**config.mk**
```make
export PLATFORM = sky130hd
export DESIGN_NAME = cfs_core
export DESIGN_NICKNAME = d
export VERILOG_FILES = /design/src/inc/cfs_pkg.sv /design/src/inc/cfs_irq_if.sv /design/src/cfs_core.sv /design/src/cfs_irq_gate.sv
export SDC_FILE = /design/constraint.sdc
export NUM_CORES = 1
export LEC_CHECK = 0
export BUFFER_PORTS_ARGS = -buffer_cell sky130_fd_sc_hd__buf_2
export CAP_MARGIN = 20
export CORE_MARGIN = 1
export CORE_UTILIZATION = 40
export CTS_CLUSTER_SIZE = 10
export DETAILED_ROUTE_END_ITERATION = 8
export PLACE_DENSITY = 0.61
export SLEW_MARGIN = 20
export SYNTH_ARGS = -nofsm -noshare
export SYNTH_HDL_FRONTEND = slang
export SYNTH_SLANG_ARGS = --single-unit
```
**constraint.sdc**
```tcl
create_clock -name CLOCK -period 2.4 [get_ports CLOCK]
set_clock_uncertainty 0.1 [all_clocks]
set_input_delay 0.12 -clock CLOCK [delete_from_list [all_inputs] [get_ports CLOCK]]
set_output_delay 0.12 -clock CLOCK [all_outputs]
set_load 0.05 [all_outputs]
```
**src/inc/cfs_pkg.sv**
```systemverilog
/*
 * Shared constants and types for the processor status word and stack
 * pointer block. Assumes a 16-bit core datapath and a plain register port.
 */
package cfs_pkg;
    localparam int DATA_W = 16;
    localparam int ADDR_W = 4;
    localparam int PSW_W = 11;
    localparam int PRIO_W = 3;
    localparam int VEC_W = 6;

    // Bit positions inside the status word.
    localparam int PSW_CARRY = 0;
    localparam int PSW_TRACE = 1;
    localparam int PSW_ZERO = 2;
    localparam int PSW_SIGN = 3;
    localparam int PSW_BANK = 4;
    localparam int PSW_OVF = 5;
    localparam int PSW_IGATE = 6;
    localparam int PSW_STKSEL = 7;
    localparam int PSW_PRIO_LO = 8;
    localparam int PSW_PRIO_HI = 10;

    // Register offsets on the register port.
    localparam logic [ADDR_W-1:0] OFS_PSW = 4'h0;
    localparam logic [ADDR_W-1:0] OFS_USP = 4'h1;
    localparam logic [ADDR_W-1:0] OFS_ISP = 4'h2;
    localparam logic [ADDR_W-1:0] OFS_SB = 4'h3;
    localparam logic [ADDR_W-1:0] OFS_ACTSP = 4'h4;

    // Values after reset.
    localparam logic [PSW_W-1:0] RST_PSW = 11'h000;
    localparam logic [DATA_W-1:0] RST_PTR = 16'h0000;

    // Highest trap vector that switches to the interrupt stack.
    localparam logic [VEC_W-1:0] TRAP_STKSEL_MAX = 6'h1F;

    typedef struct packed {
        logic [PSW_W-1:0] psw;
        logic [DATA_W-1:0] user_stack_pointer;
        logic [DATA_W-1:0] interrupt_stack_pointer;
        logic [DATA_W-1:0] sb;
        logic [DATA_W-1:0] active_sp;
        logic [DATA_W-1:0] rdata;
        logic accept;
    } cfs_state_s;
endpackage

```
**src/inc/cfs_irq_if.sv**
```systemverilog
/*
 * Interrupt decision carrier between the status word logic and the gate.
 * Assumes both ends run on the same core clock.
 */
`timescale 1ns/1ns
interface cfs_irq_if;
    logic req;
    logic maskable;
    logic [cfs_pkg::PRIO_W-1:0] prio;
    logic [cfs_pkg::PRIO_W-1:0] level;
    logic igate;
    logic accept;

    modport gate (
        input req,
        input maskable,
        input prio,
        input level,
        input igate,
        output accept
    );
    modport core (
        output req,
        output maskable,
        output prio,
        output level,
        output igate,
        input accept
    );
endinterface

```
**src/cfs_core.sv**
```systemverilog
/*
 * Processor status word, dual stack pointers and static base register.
 * Assumes the ALU and sequencer drive one-cycle pulses synchronous to CLOCK, the interrupt
 * controller holds its request until acknowledged, and software uses the plain register port.
 */
// Decided for this implementation: the plain strobed port and the placing of the registers.
// What this block does
// - Two 16-bit stack pointers, user and interrupt.
// - Choice bit 0 interrupt, 1 user pointer.
// - Interrupt acknowledge or trap 0-31 clears choice.
// - Hold 16-bit static base for relative addressing.
// - Status word is 11 bits wide.
// - Carry bit captures ALU carry, borrow, shift-out.
// - Null flag set exactly on zero result.
// - Negative flag set exactly on negative result.
// - Bank select bit picks register bank.
// - Range flag follows operation overflow.
// - Gate bit 0 blocks maskable requests.
// - Acknowledge clears the maskable gate bit.
// - Priority level is 3 bits, 0 to 7.
// - Accept only strictly higher priority requests.
// - Reserved status bits written 0, read as zero.
`timescale 1ns/1ns
module cfs_core #(
    parameter logic [15:0] SP_STEP = 16'h0002
) (
    // Clock and reset
    input wire logic CLOCK,
    input wire logic RESETN,
    // Register port
    input wire logic [cfs_pkg::ADDR_W-1:0] REG_ADDR,
    input wire logic [cfs_pkg::DATA_W-1:0] REG_WDATA,
    input wire logic REG_WR,
    input wire logic REG_RD,
    output logic [cfs_pkg::DATA_W-1:0] REG_RDATA,
    // ALU result flags
    input wire logic ALU_UPD,
    input wire logic [cfs_pkg::DATA_W-1:0] ALU_RESULT,
    input wire logic ALU_CARRY,
    input wire logic ALU_OVF,
    // Stack operations
    input wire logic SP_PUSH,
    input wire logic SP_POP,
    // Software trap
    input wire logic TRAP_EXEC,
    input wire logic [cfs_pkg::VEC_W-1:0] TRAP_VEC,
    // Interrupt request path
    input wire logic IRQ_REQ,
    input wire logic IRQ_MASKABLE,
    input wire logic [cfs_pkg::PRIO_W-1:0] IRQ_PRIO,
    output logic IRQ_ACCEPT,
    // Core state outputs
    output logic [cfs_pkg::PSW_W-1:0] PSW_OUT,
    output logic [cfs_pkg::DATA_W-1:0] ACTIVE_SP,
    output logic [cfs_pkg::DATA_W-1:0] STATIC_BASE,
    output logic BANK_SEL
);
    cfs_pkg::cfs_state_s st_r;
    cfs_pkg::cfs_state_s st_nxt;
    logic stk_step;

    cfs_irq_if irq ();

    // A request is held off during the acknowledge cycle so that a
    // requester that drops late is not accepted twice.
    always_comb begin
        irq.req = IRQ_REQ && !st_r.accept;
        irq.maskable = IRQ_MASKABLE;
        irq.prio = IRQ_PRIO;
        irq.level = st_r.psw[cfs_pkg::PSW_PRIO_HI:cfs_pkg::PSW_PRIO_LO];
        irq.igate = st_r.psw[cfs_pkg::PSW_IGATE];
    end

    cfs_irq_gate u_gate (
        .irq(irq)
    );

    always_comb begin
        st_nxt = st_r;
        st_nxt.rdata = 16'h0000;
        st_nxt.accept = irq.accept;
        stk_step = SP_PUSH ^ SP_POP;

        // Software writes come first so that hardware events in the same
        // cycle override them.
        if (REG_WR) begin
            unique case (REG_ADDR)
                cfs_pkg::OFS_PSW: begin
                    // The trace bit is stored as written; keeping it zero
                    // is the software's duty.
                    st_nxt.psw = REG_WDATA[cfs_pkg::PSW_W-1:0];
                end
                cfs_pkg::OFS_USP: begin
                    st_nxt.user_stack_pointer = REG_WDATA;
                end
                cfs_pkg::OFS_ISP: begin
                    st_nxt.interrupt_stack_pointer = REG_WDATA;
                end
                cfs_pkg::OFS_SB: begin
                    st_nxt.sb = REG_WDATA;
                end
                default: begin
                end
            endcase
        end

        if (ALU_UPD) begin
            st_nxt.psw[cfs_pkg::PSW_CARRY] = ALU_CARRY;
            st_nxt.psw[cfs_pkg::PSW_ZERO] = (ALU_RESULT == 16'h0000);
            st_nxt.psw[cfs_pkg::PSW_SIGN] = ALU_RESULT[cfs_pkg::DATA_W-1];
            st_nxt.psw[cfs_pkg::PSW_OVF] = ALU_OVF;
        end

        // Only the pointer selected now moves; push and pop together cancel.
        if (stk_step) begin
            if (st_r.psw[cfs_pkg::PSW_STKSEL]) begin
                st_nxt.user_stack_pointer = SP_PUSH ? st_r.user_stack_pointer - SP_STEP : st_r.user_stack_pointer + SP_STEP;
            end else begin
                st_nxt.interrupt_stack_pointer = SP_PUSH ? st_r.interrupt_stack_pointer - SP_STEP : st_r.interrupt_stack_pointer + SP_STEP;
            end
        end

        if (irq.accept) begin
            st_nxt.psw[cfs_pkg::PSW_IGATE] = 1'b0;
            st_nxt.psw[cfs_pkg::PSW_STKSEL] = 1'b0;
        end

        if (TRAP_EXEC) begin
            st_nxt.psw[cfs_pkg::PSW_IGATE] = 1'b0;
            if (TRAP_VEC <= cfs_pkg::TRAP_STKSEL_MAX) begin
                st_nxt.psw[cfs_pkg::PSW_STKSEL] = 1'b0;
            end
        end

        st_nxt.active_sp = st_nxt.psw[cfs_pkg::PSW_STKSEL] ? st_nxt.user_stack_pointer : st_nxt.interrupt_stack_pointer;

        if (REG_RD) begin
            unique case (REG_ADDR)
                cfs_pkg::OFS_PSW: begin
                    // The five reserved bits above the word read as zero.
                    st_nxt.rdata = {5'h00, st_r.psw};
                end
                cfs_pkg::OFS_USP: begin
                    st_nxt.rdata = st_r.user_stack_pointer;
                end
                cfs_pkg::OFS_ISP: begin
                    st_nxt.rdata = st_r.interrupt_stack_pointer;
                end
                cfs_pkg::OFS_SB: begin
                    st_nxt.rdata = st_r.sb;
                end
                cfs_pkg::OFS_ACTSP: begin
                    st_nxt.rdata = st_r.active_sp;
                end
                default: begin
                    st_nxt.rdata = 16'h0000;
                end
            endcase
        end
    end

    always_ff @(posedge CLOCK) begin
        if (!RESETN) begin
            st_r.psw <= cfs_pkg::RST_PSW;
            st_r.user_stack_pointer <= cfs_pkg::RST_PTR;
            st_r.interrupt_stack_pointer <= cfs_pkg::RST_PTR;
            st_r.sb <= cfs_pkg::RST_PTR;
            st_r.active_sp <= cfs_pkg::RST_PTR;
            st_r.rdata <= 16'h0000;
            st_r.accept <= 1'b0;
        end else begin
            st_r <= st_nxt;
        end
    end

    assign REG_RDATA = st_r.rdata;
    assign IRQ_ACCEPT = st_r.accept;
    assign PSW_OUT = st_r.psw;
    assign ACTIVE_SP = st_r.active_sp;
    assign STATIC_BASE = st_r.sb;
    assign BANK_SEL = st_r.psw[cfs_pkg::PSW_BANK];
endmodule

```
**src/cfs_irq_gate.sv**
```systemverilog
/*
 * Interrupt acceptance decision: priority compare and maskable gating.
 * Assumes the request is already qualified against a pending acknowledge.
 */
`timescale 1ns/1ns
module cfs_irq_gate (
    // Decision carrier
    cfs_irq_if.gate irq
);
    logic prio_ok;
    logic mask_ok;

    always_comb begin
        prio_ok = irq.prio > irq.level;
        mask_ok = !irq.maskable || irq.igate;
        irq.accept = irq.req && prio_ok && mask_ok;
    end
endmodule
```
==> results_dict.tcl, run 1 <==
set metrics [dict create \
    wl_per_cell_um 19.05 \
    stdcell_count 1036 \
    fin_crit_sh_pct 98.68 \
    maxCapViolCount 0 \
    h-tree-depth 3 \
    drive_gt1_share_pct 30.26 \
    synth-edff-count 0 \
    ys_seq_area_share_pct 32.16 \
    fmax_mhz 422.2 \
    dp_cells 995 \
    yosys_register_bits 92 \
    crit_slowest_cell "fa_2" \
    end_kind "flop" \
    crit_required_ns 2.55 \
    fp.dieArea_sq_um 14800 \
    rows 43 \
    viasPerCell 5.630 \
    crit_start "st_r[50]" \
    worstSkewPairLatency_ns 0.35 \
    rsz0062_at_grt "true" \
    period_needed_ns 2.368 \
    coreArea_sq_um 13930 \
    grt.overflow.total 0 \
    rr_startpoint "st_r[50]" \
    grt_max_degree 50 \
    ios 118 \
    worstPathCellList "fa_2 > a21o_1 > a221oi_2 > buf_4 > o211ai_1 > mux2_4 > o211a_4 > a22o_1" \
    ys_async_sr_fraction_pct 0 \
    cp.depth 8 \
    cts_made_buffers 9 \
    vias 5833 \
    nNetsFinal 939 \
    p_leak_nw 3.257 \
    antenna_found_initial 0 \
    hpwl_mm 14.75 \
    pre_cts_slack_ns -0.2446 \
    syn_to_final_growth_pct 28.38 \
    post_dp_cell_area_sq_um 6693 \
    finalSetupTns_ns 0 \
    syn_nets 792 \
    arrival_ns 2.52 \
    cts.path.max_buffers 2 \
    synth_area_sq_um 5727 \
    worstSetupPathType "reg2reg" \
    setup_ws_ns 0.03158 \
    post-route-cell-area_sq_um 7352 \
    crit_end "ACTIVE_SP[13]" \
    synthCells 704 \
    antenna_left 0 \
    fin_util_pct 52.76 \
    wl_mm 19.74 \
    final_max_slew_viol_count 0 \
    cpLargestDelayFamily "compound AO/OA/AOI/OAI gates" \
    synth_ff_type "dfxtp_1" \
    r2r-end "ACTIVE_SP[13]" \
    ff2ff_setup_slack_ns 0.03 \
    peakVddDrop_uv 338.2 \
    grt_pass1_wl_mm 29.90 \
    route.detailed.drc 0 \
    die_height_um 121.7 \
    cp_slowest_stage_delay_ns 0.36 \
    reg2reg_depth 8 \
    cp_max_fo 2 \
    outcome "finished, final reports clean" \
    die_w_um 121.7 \
    worst_pin_slew_ns 0.6941 \
    power_density_nw_per_um2 620.7 \
    ys.warnings.count 0 \
    slew_headroom_pct 53.73 \
    place.gp.congestion 0.8938 \
    n_antenna_cell 0 \
    drt_iter0_markers 448 \
    power_mw 4.563 \
    ys_types 64 \
    cts.sinks 92 \
    whs_ns 0.01732 \
    grt_pass1_vias 5679 \
    initial_core_util_pct 41.10 \
    finalSetupViolCount 0 \
    root_buffer "clkbuf_16" \
    grtUsageTotal_pct 26.78 \
    avgSynthCellArea_sq_um 8.135 \
    fillers 1372 \
    start_kind "flop" \
    clkTransAtPathRegs_ns 0.07 \
    tritoncts "yes" \
    cp_num_buf_inv 1 \
    io_buffers 112 \
    firstDrtPassIters 6 \
    multi_input_area_sq_um 3341 \
    hold_path_class "in2reg" \
    hold_viol_final 0 \
    register_area_sq_um 1843 \
]
==> metal layers <==
| layer | track usage (%) | routed length [um] | vias to the layer above |
|---|---|---|---|
| li1 | - | - | 2823 |
| met2 | 41.65 | 8709 | 250 |
| met4 | 10.49 | 369 | 0 |
| met5 | 0 | 0 | - |
| met3 | 5.243 | 1604 | 26 |
| met1 | 36.30 | 9052 | 2734 |
==> logic make-up after synthesis <==
logic type / Yosys count / share of synthesized area [%]
AO/OA/AOI/OAI: 221 / 25.43
adder cells (fa/ha/maj): 31 / 7.035
XOR/XNOR: 17 / 2.600
flip-flops: 92 / 32.16
buffers and inverters: 108 / 11.43
AND/OR/NAND/NOR: 220 / 18.61
multiplexers: 15 / 2.731
==> cell usage after synthesis, types with 7 or more instances <==
cell      count  share of area (%)
a211oi_1     16                2.1
a21o_1       13                1.7
a21oi_1      78                6.8
a222oi_1     11                1.9
a22oi_1      22                2.9
a311oi_1      7                1.1
and2_1        9               0.98
and3_1        7               0.76
buf_4        60                7.9
clkbuf_1     33                2.2
dfxtp_1      92                 32
ha_1         29                6.3
inv_1         9               0.59
mux2i_1      10                1.7
nand2_1      86                5.6
nand3_1      25                2.2
nand4_1       8               0.87
nor2_1       41                2.7
o211ai_1      9                1.2
o21ai_0      24                2.1
xnor2_1      11                1.7
==> area by class of cell <==
class                           instances  share of cell area [%]
Timing Repair Buffer                  234                   21.63
Sequential cell                        92                   25.07
Clock buffer                           10                   3.114
Multi-Input combinational cell        504                   45.44
Inverter                               10                  0.5106
Clock inverter                          6                   1.174
Tap cell                              180                   3.063
==> state kept, by name (all words and copies together), names as in the netlist <==
register,cells
PSW_OUT,11
IRQ_ACCEPT,1
st_r,32
REG_RDATA,16
ACTIVE_SP,16
STATIC_BASE,16
==> cells in the final DEF, fill, tap and decap left out, types with 10 or more instances in the layout <==
cell type,n
buf_2,112
buf_4,94
dlygate4sd3_1,22
a222oi_1,11
ha_1,27
a211oi_1,15
nor2_1,41
dfxtp_1,91
a21oi_1,78
nand3_1,25
mux2i_1,10
o21ai_0,22
a22oi_1,22
nand2_1,86
xnor2_1,11
a21o_1,13
==> where the power goes <==
part	switching (mW)	internal, mW
Sequential	0.0875	1.63
Clock	0.630	0.913
Combinational	0.752	0.552
Total	1.47	3.09
==> timing repair <==
item / 4_1_cts / 5_1_grt
gates cloned: 0 / 0
hold buffers: 23 / 0
buffers inserted: 1 / 1
resized for setup: 6 / 15
endpoints found under the setup margin: 4 / 12
pin swaps: 2 / 4
hold endpoints to repair: 27 / 0
==> worst reg2reg max path, delay by kind of cell, from the launching register on <==
kind / cells / cell delay [ns]
compound gates: 5 / 0.99
fa+ha+maj: 1 / 0.36
flops: 1 / 0.34
mux: 1 / 0.33
buf+inv: 1 / 0.15
==> worst min path at each step <==
stage	cells after the start	end	start	slack [ns]
2_1_floorplan	1	PSW_OUT[6]	TRAP_EXEC	0.10
3_3_place_gp	2	PSW_OUT[6]	TRAP_EXEC	0.21
3_5_place_dp	2	PSW_OUT[6]	TRAP_EXEC	0.21
4_1_cts	3	PSW_OUT[5]	ALU_UPD	0.009
5_1_grt	3	PSW_OUT[5]	ALU_UPD	0.02
6_report	3	PSW_OUT[0]	ALU_UPD	0.02
(Power assumes the default switching activity.)
==> run 2: changes to the inputs <==
Settings changed: ABC_AREA set to 1, PLACE_DENSITY 0.61 to 0.6.
==> results_dict.tcl, run 2 <==
set metrics [dict create \
    grt_pass1_vias 5551 \
    start_kind "flop" \
    antenna_left 0 \
    p_leak_nw 3.685 \
    fin_crit_sh_pct 92.29 \
    viasPerCell 4.914 \
    cp_max_fo 6 \
    p_sw_mw 1.469 \
    cts.path.max_buffers 2 \
    crit_slowest_cell "dfxtp_1" \
    final_common_cell "nand2_1" \
    swShare_pct 34.07 \
    slew_headroom_pct 55.98 \
    yosys.area.top_type "dfxtp_1" \
    synth_top_area_share_pct 29.42 \
    hold_viol_final 0 \
    largest_register_ff_count 32 \
    ys.warnings.count 0 \
    route.detailed.drc 0 \
    power_density_nw_per_um2 605.9 \
    synth_area_sq_um 6260 \
    coreArea_sq_um 15260 \
    syn_nets 1045 \
    register_area_sq_um 1842 \
    power_mw 4.313 \
    die_height_um 127.1 \
    wl_mm 18.82 \
    n_antenna_cell 0 \
    p_clk_share_pct 33.2 \
    yosys-top-cells-area "dfxtp_1, nand2_1, inv_1" \
    crit_required_ns 2.58 \
    cts.sinks 92 \
    worstPathCellList "inv_1 > ha_1 > nand2_1 > nor2_1 > nor3b_2 > nor2_1 > nor2_4 > buf_12 > inv_1 > nand2_1 > a21oi_1" \
    fp.dieArea_sq_um 16150 \
    grt.overflow.total 0 \
    p_comb_share_pct 27.2 \
    mostFrequentLayoutCells "nand2_1, inv_1, buf_2" \
    outcome "finished, final reports clean" \
    finalSetupViolCount 0 \
    fillers 1614 \
    fin_util_pct 46.65 \
    cts_made_buffers 9 \
    io_buffers 112 \
    multi_input_area_sq_um 3169 \
    final_max_slew_viol_count 0 \
    synth_ff_type "dfxtp_1" \
    root_buffer "clkbuf_16" \
    wl_per_cell_um 15.10 \
    arrival_ns 2.40 \
    grtUsageTotal_pct 23.73 \
    nNetsFinal 1119 \
    rsz0062_at_grt "false" \
    syn_to_final_growth_pct 13.71 \
    ys_async_sr_fraction_pct 0 \
    clkTransAtPathRegs_ns 0.06 \
    peakVddDrop_uv 349.5 \
    hold_path_class "in2reg" \
    synth-edff-count 0 \
    antenna_found_initial 0 \
    internal_power_mw 2.843 \
    tritoncts "yes" \
    synth_most_common_cell "nand2_1" \
    ys_seq_area_share_pct 29.42 \
    cp_slowest_stage_delay_ns 0.41 \
    drive_gt1_share_pct 16.71 \
    firstDrtPassIters 6 \
    grt_max_degree 33 \
    worst_pin_slew_ns 0.6596 \
    h-tree-depth 3 \
    die_w_um 127.1 \
    p_seq_share_pct 39.6 \
    hpwl_mm 14.40 \
    yosys_register_bits 92 \
    grt_pass1_wl_mm 29.26 \
    drt_iter0_markers 432 \
    maxCapViolCount 0 \
    vias 6123 \
    ios 118 \
    top_register "st_r" \
    finalSetupTns_ns 0 \
    synthCells 957 \
    end_kind "flop" \
    ys_types 39 \
    fmax_mhz 451.5 \
    rows 45 \
    period_needed_ns 2.215 \
    worstSetupPathType "reg2reg" \
    post-cts-setup-buffer-count 0 \
    avgSynthCellArea_sq_um 6.541 \
    synthTopCellsByCount "nand2_1, inv_1, dfxtp_1" \
    worstSkewPairLatency_ns 0.35 \
    initial_core_util_pct 41.03 \
    place.gp.congestion 0.9497 \
]
## run 2: cell types whose count changed after synthesis, sizes merged, moves of 17 or more
| cell | previous run | this run |
|---|---|---|
| nand3 | 25 | 70 |
| a22oi | 22 | 0 |
| o21ai | 24 | 62 |
| nand2 | 87 | 230 |
| a211oi | 17 | 0 |
| clkbuf | 33 | 15 |
| inv | 10 | 174 |
## run 2: what timing repair did
action | in CTS | in global routing
resized for setup | 0 | 1
hold buffers | 16 | 0
endpoints found under the setup margin | 0 | 7
hold endpoints to repair | 12 | 0
## run 2: stage by stage
step | cell area, sq um | hold slack [ns] | cells | worst slack, ns
after global placement | 6661 | 0.2165 | 1215 | 0.1568
after CTS | 7113 | 0.001686 | 1246 | 0.1593
after detailed placement | 6661 | 0.2183 | 1215 | 0.1618
after floorplan | 6260 | 0.09741 | 957 | 0.6273
final | 7118 | 0.007384 | 1246 | 0.1851
after global routing | 7118 | 0.01546 | 1246 | 0.01930
## run 2: logic make-up after synthesis
family / count (synthesis) / share of synthesized area (%)
fa+ha+maj: 31 / 6.436
compound gates: 184 / 16.81
flops: 92 / 29.42
xor+xnor: 5 / 0.8197
mux: 1 / 0.1599
buf+inv: 261 / 20.03
simple gates: 383 / 26.32
## run 2: power by group through the flow
stage | logic [mW] | clock network (mW) | registers (mW)
after floorplan | 0.911 | 0 | 1.72
after CTS | 1.16 | 1.45 | 1.71
final | 1.17 | 1.43 | 1.71
after global placement | 1.14 | 0 | 1.74
after global routing | 1.31 | 1.51 | 1.72
after detailed placement | 1.14 | 0 | 1.74
## run 2: final timing paths
kind	cells past startpoint	start	to	slack [ns]
worst max-delay path	11	PSW_OUT[10]	ACTIVE_SP[13]	0.19
worst min-delay path	3	REG_WDATA[13]	STATIC_BASE[13]	0.007
worst max register to register	11	PSW_OUT[10]	ACTIVE_SP[13]	0.19
worst min register to register	2	PSW_OUT[4]	PSW_OUT[4]	0.37
## run 2: final cells by class
type / count / area share [%]
Clock inverter: 4 / 0.6855
Multi-Input combinational cell: 604 / 44.52
Inverter: 174 / 9.176
Timing Repair Buffer: 150 / 12.62
Clock buffer: 11 / 3.410
Sequential cell: 92 / 25.87
Tap cell: 211 / 3.709
## run 2: metal layers
layer | wire (um) | up-vias | GRT usage (%) | share of wire (%)
li1 | - | 3170 | - | -
met1 | 8760 | 2731 | 30.83 | 47
met2 | 8523 | 184 | 39.75 | 45
met3 | 1067 | 38 | 3.183 | 5.7
met4 | 467 | 0 | 9.594 | 2.5
met5 | 0 | - | 0 | 0
## run 2: worst max-delay path, delay by kind of cell, from the launching register on
kind | cells | cell delay, ns
flops | 1 | 0.41
simple gates | 6 | 0.66
compound gates | 1 | 0.13
buf+inv | 3 | 0.51
fa+ha+maj | 1 | 0.33
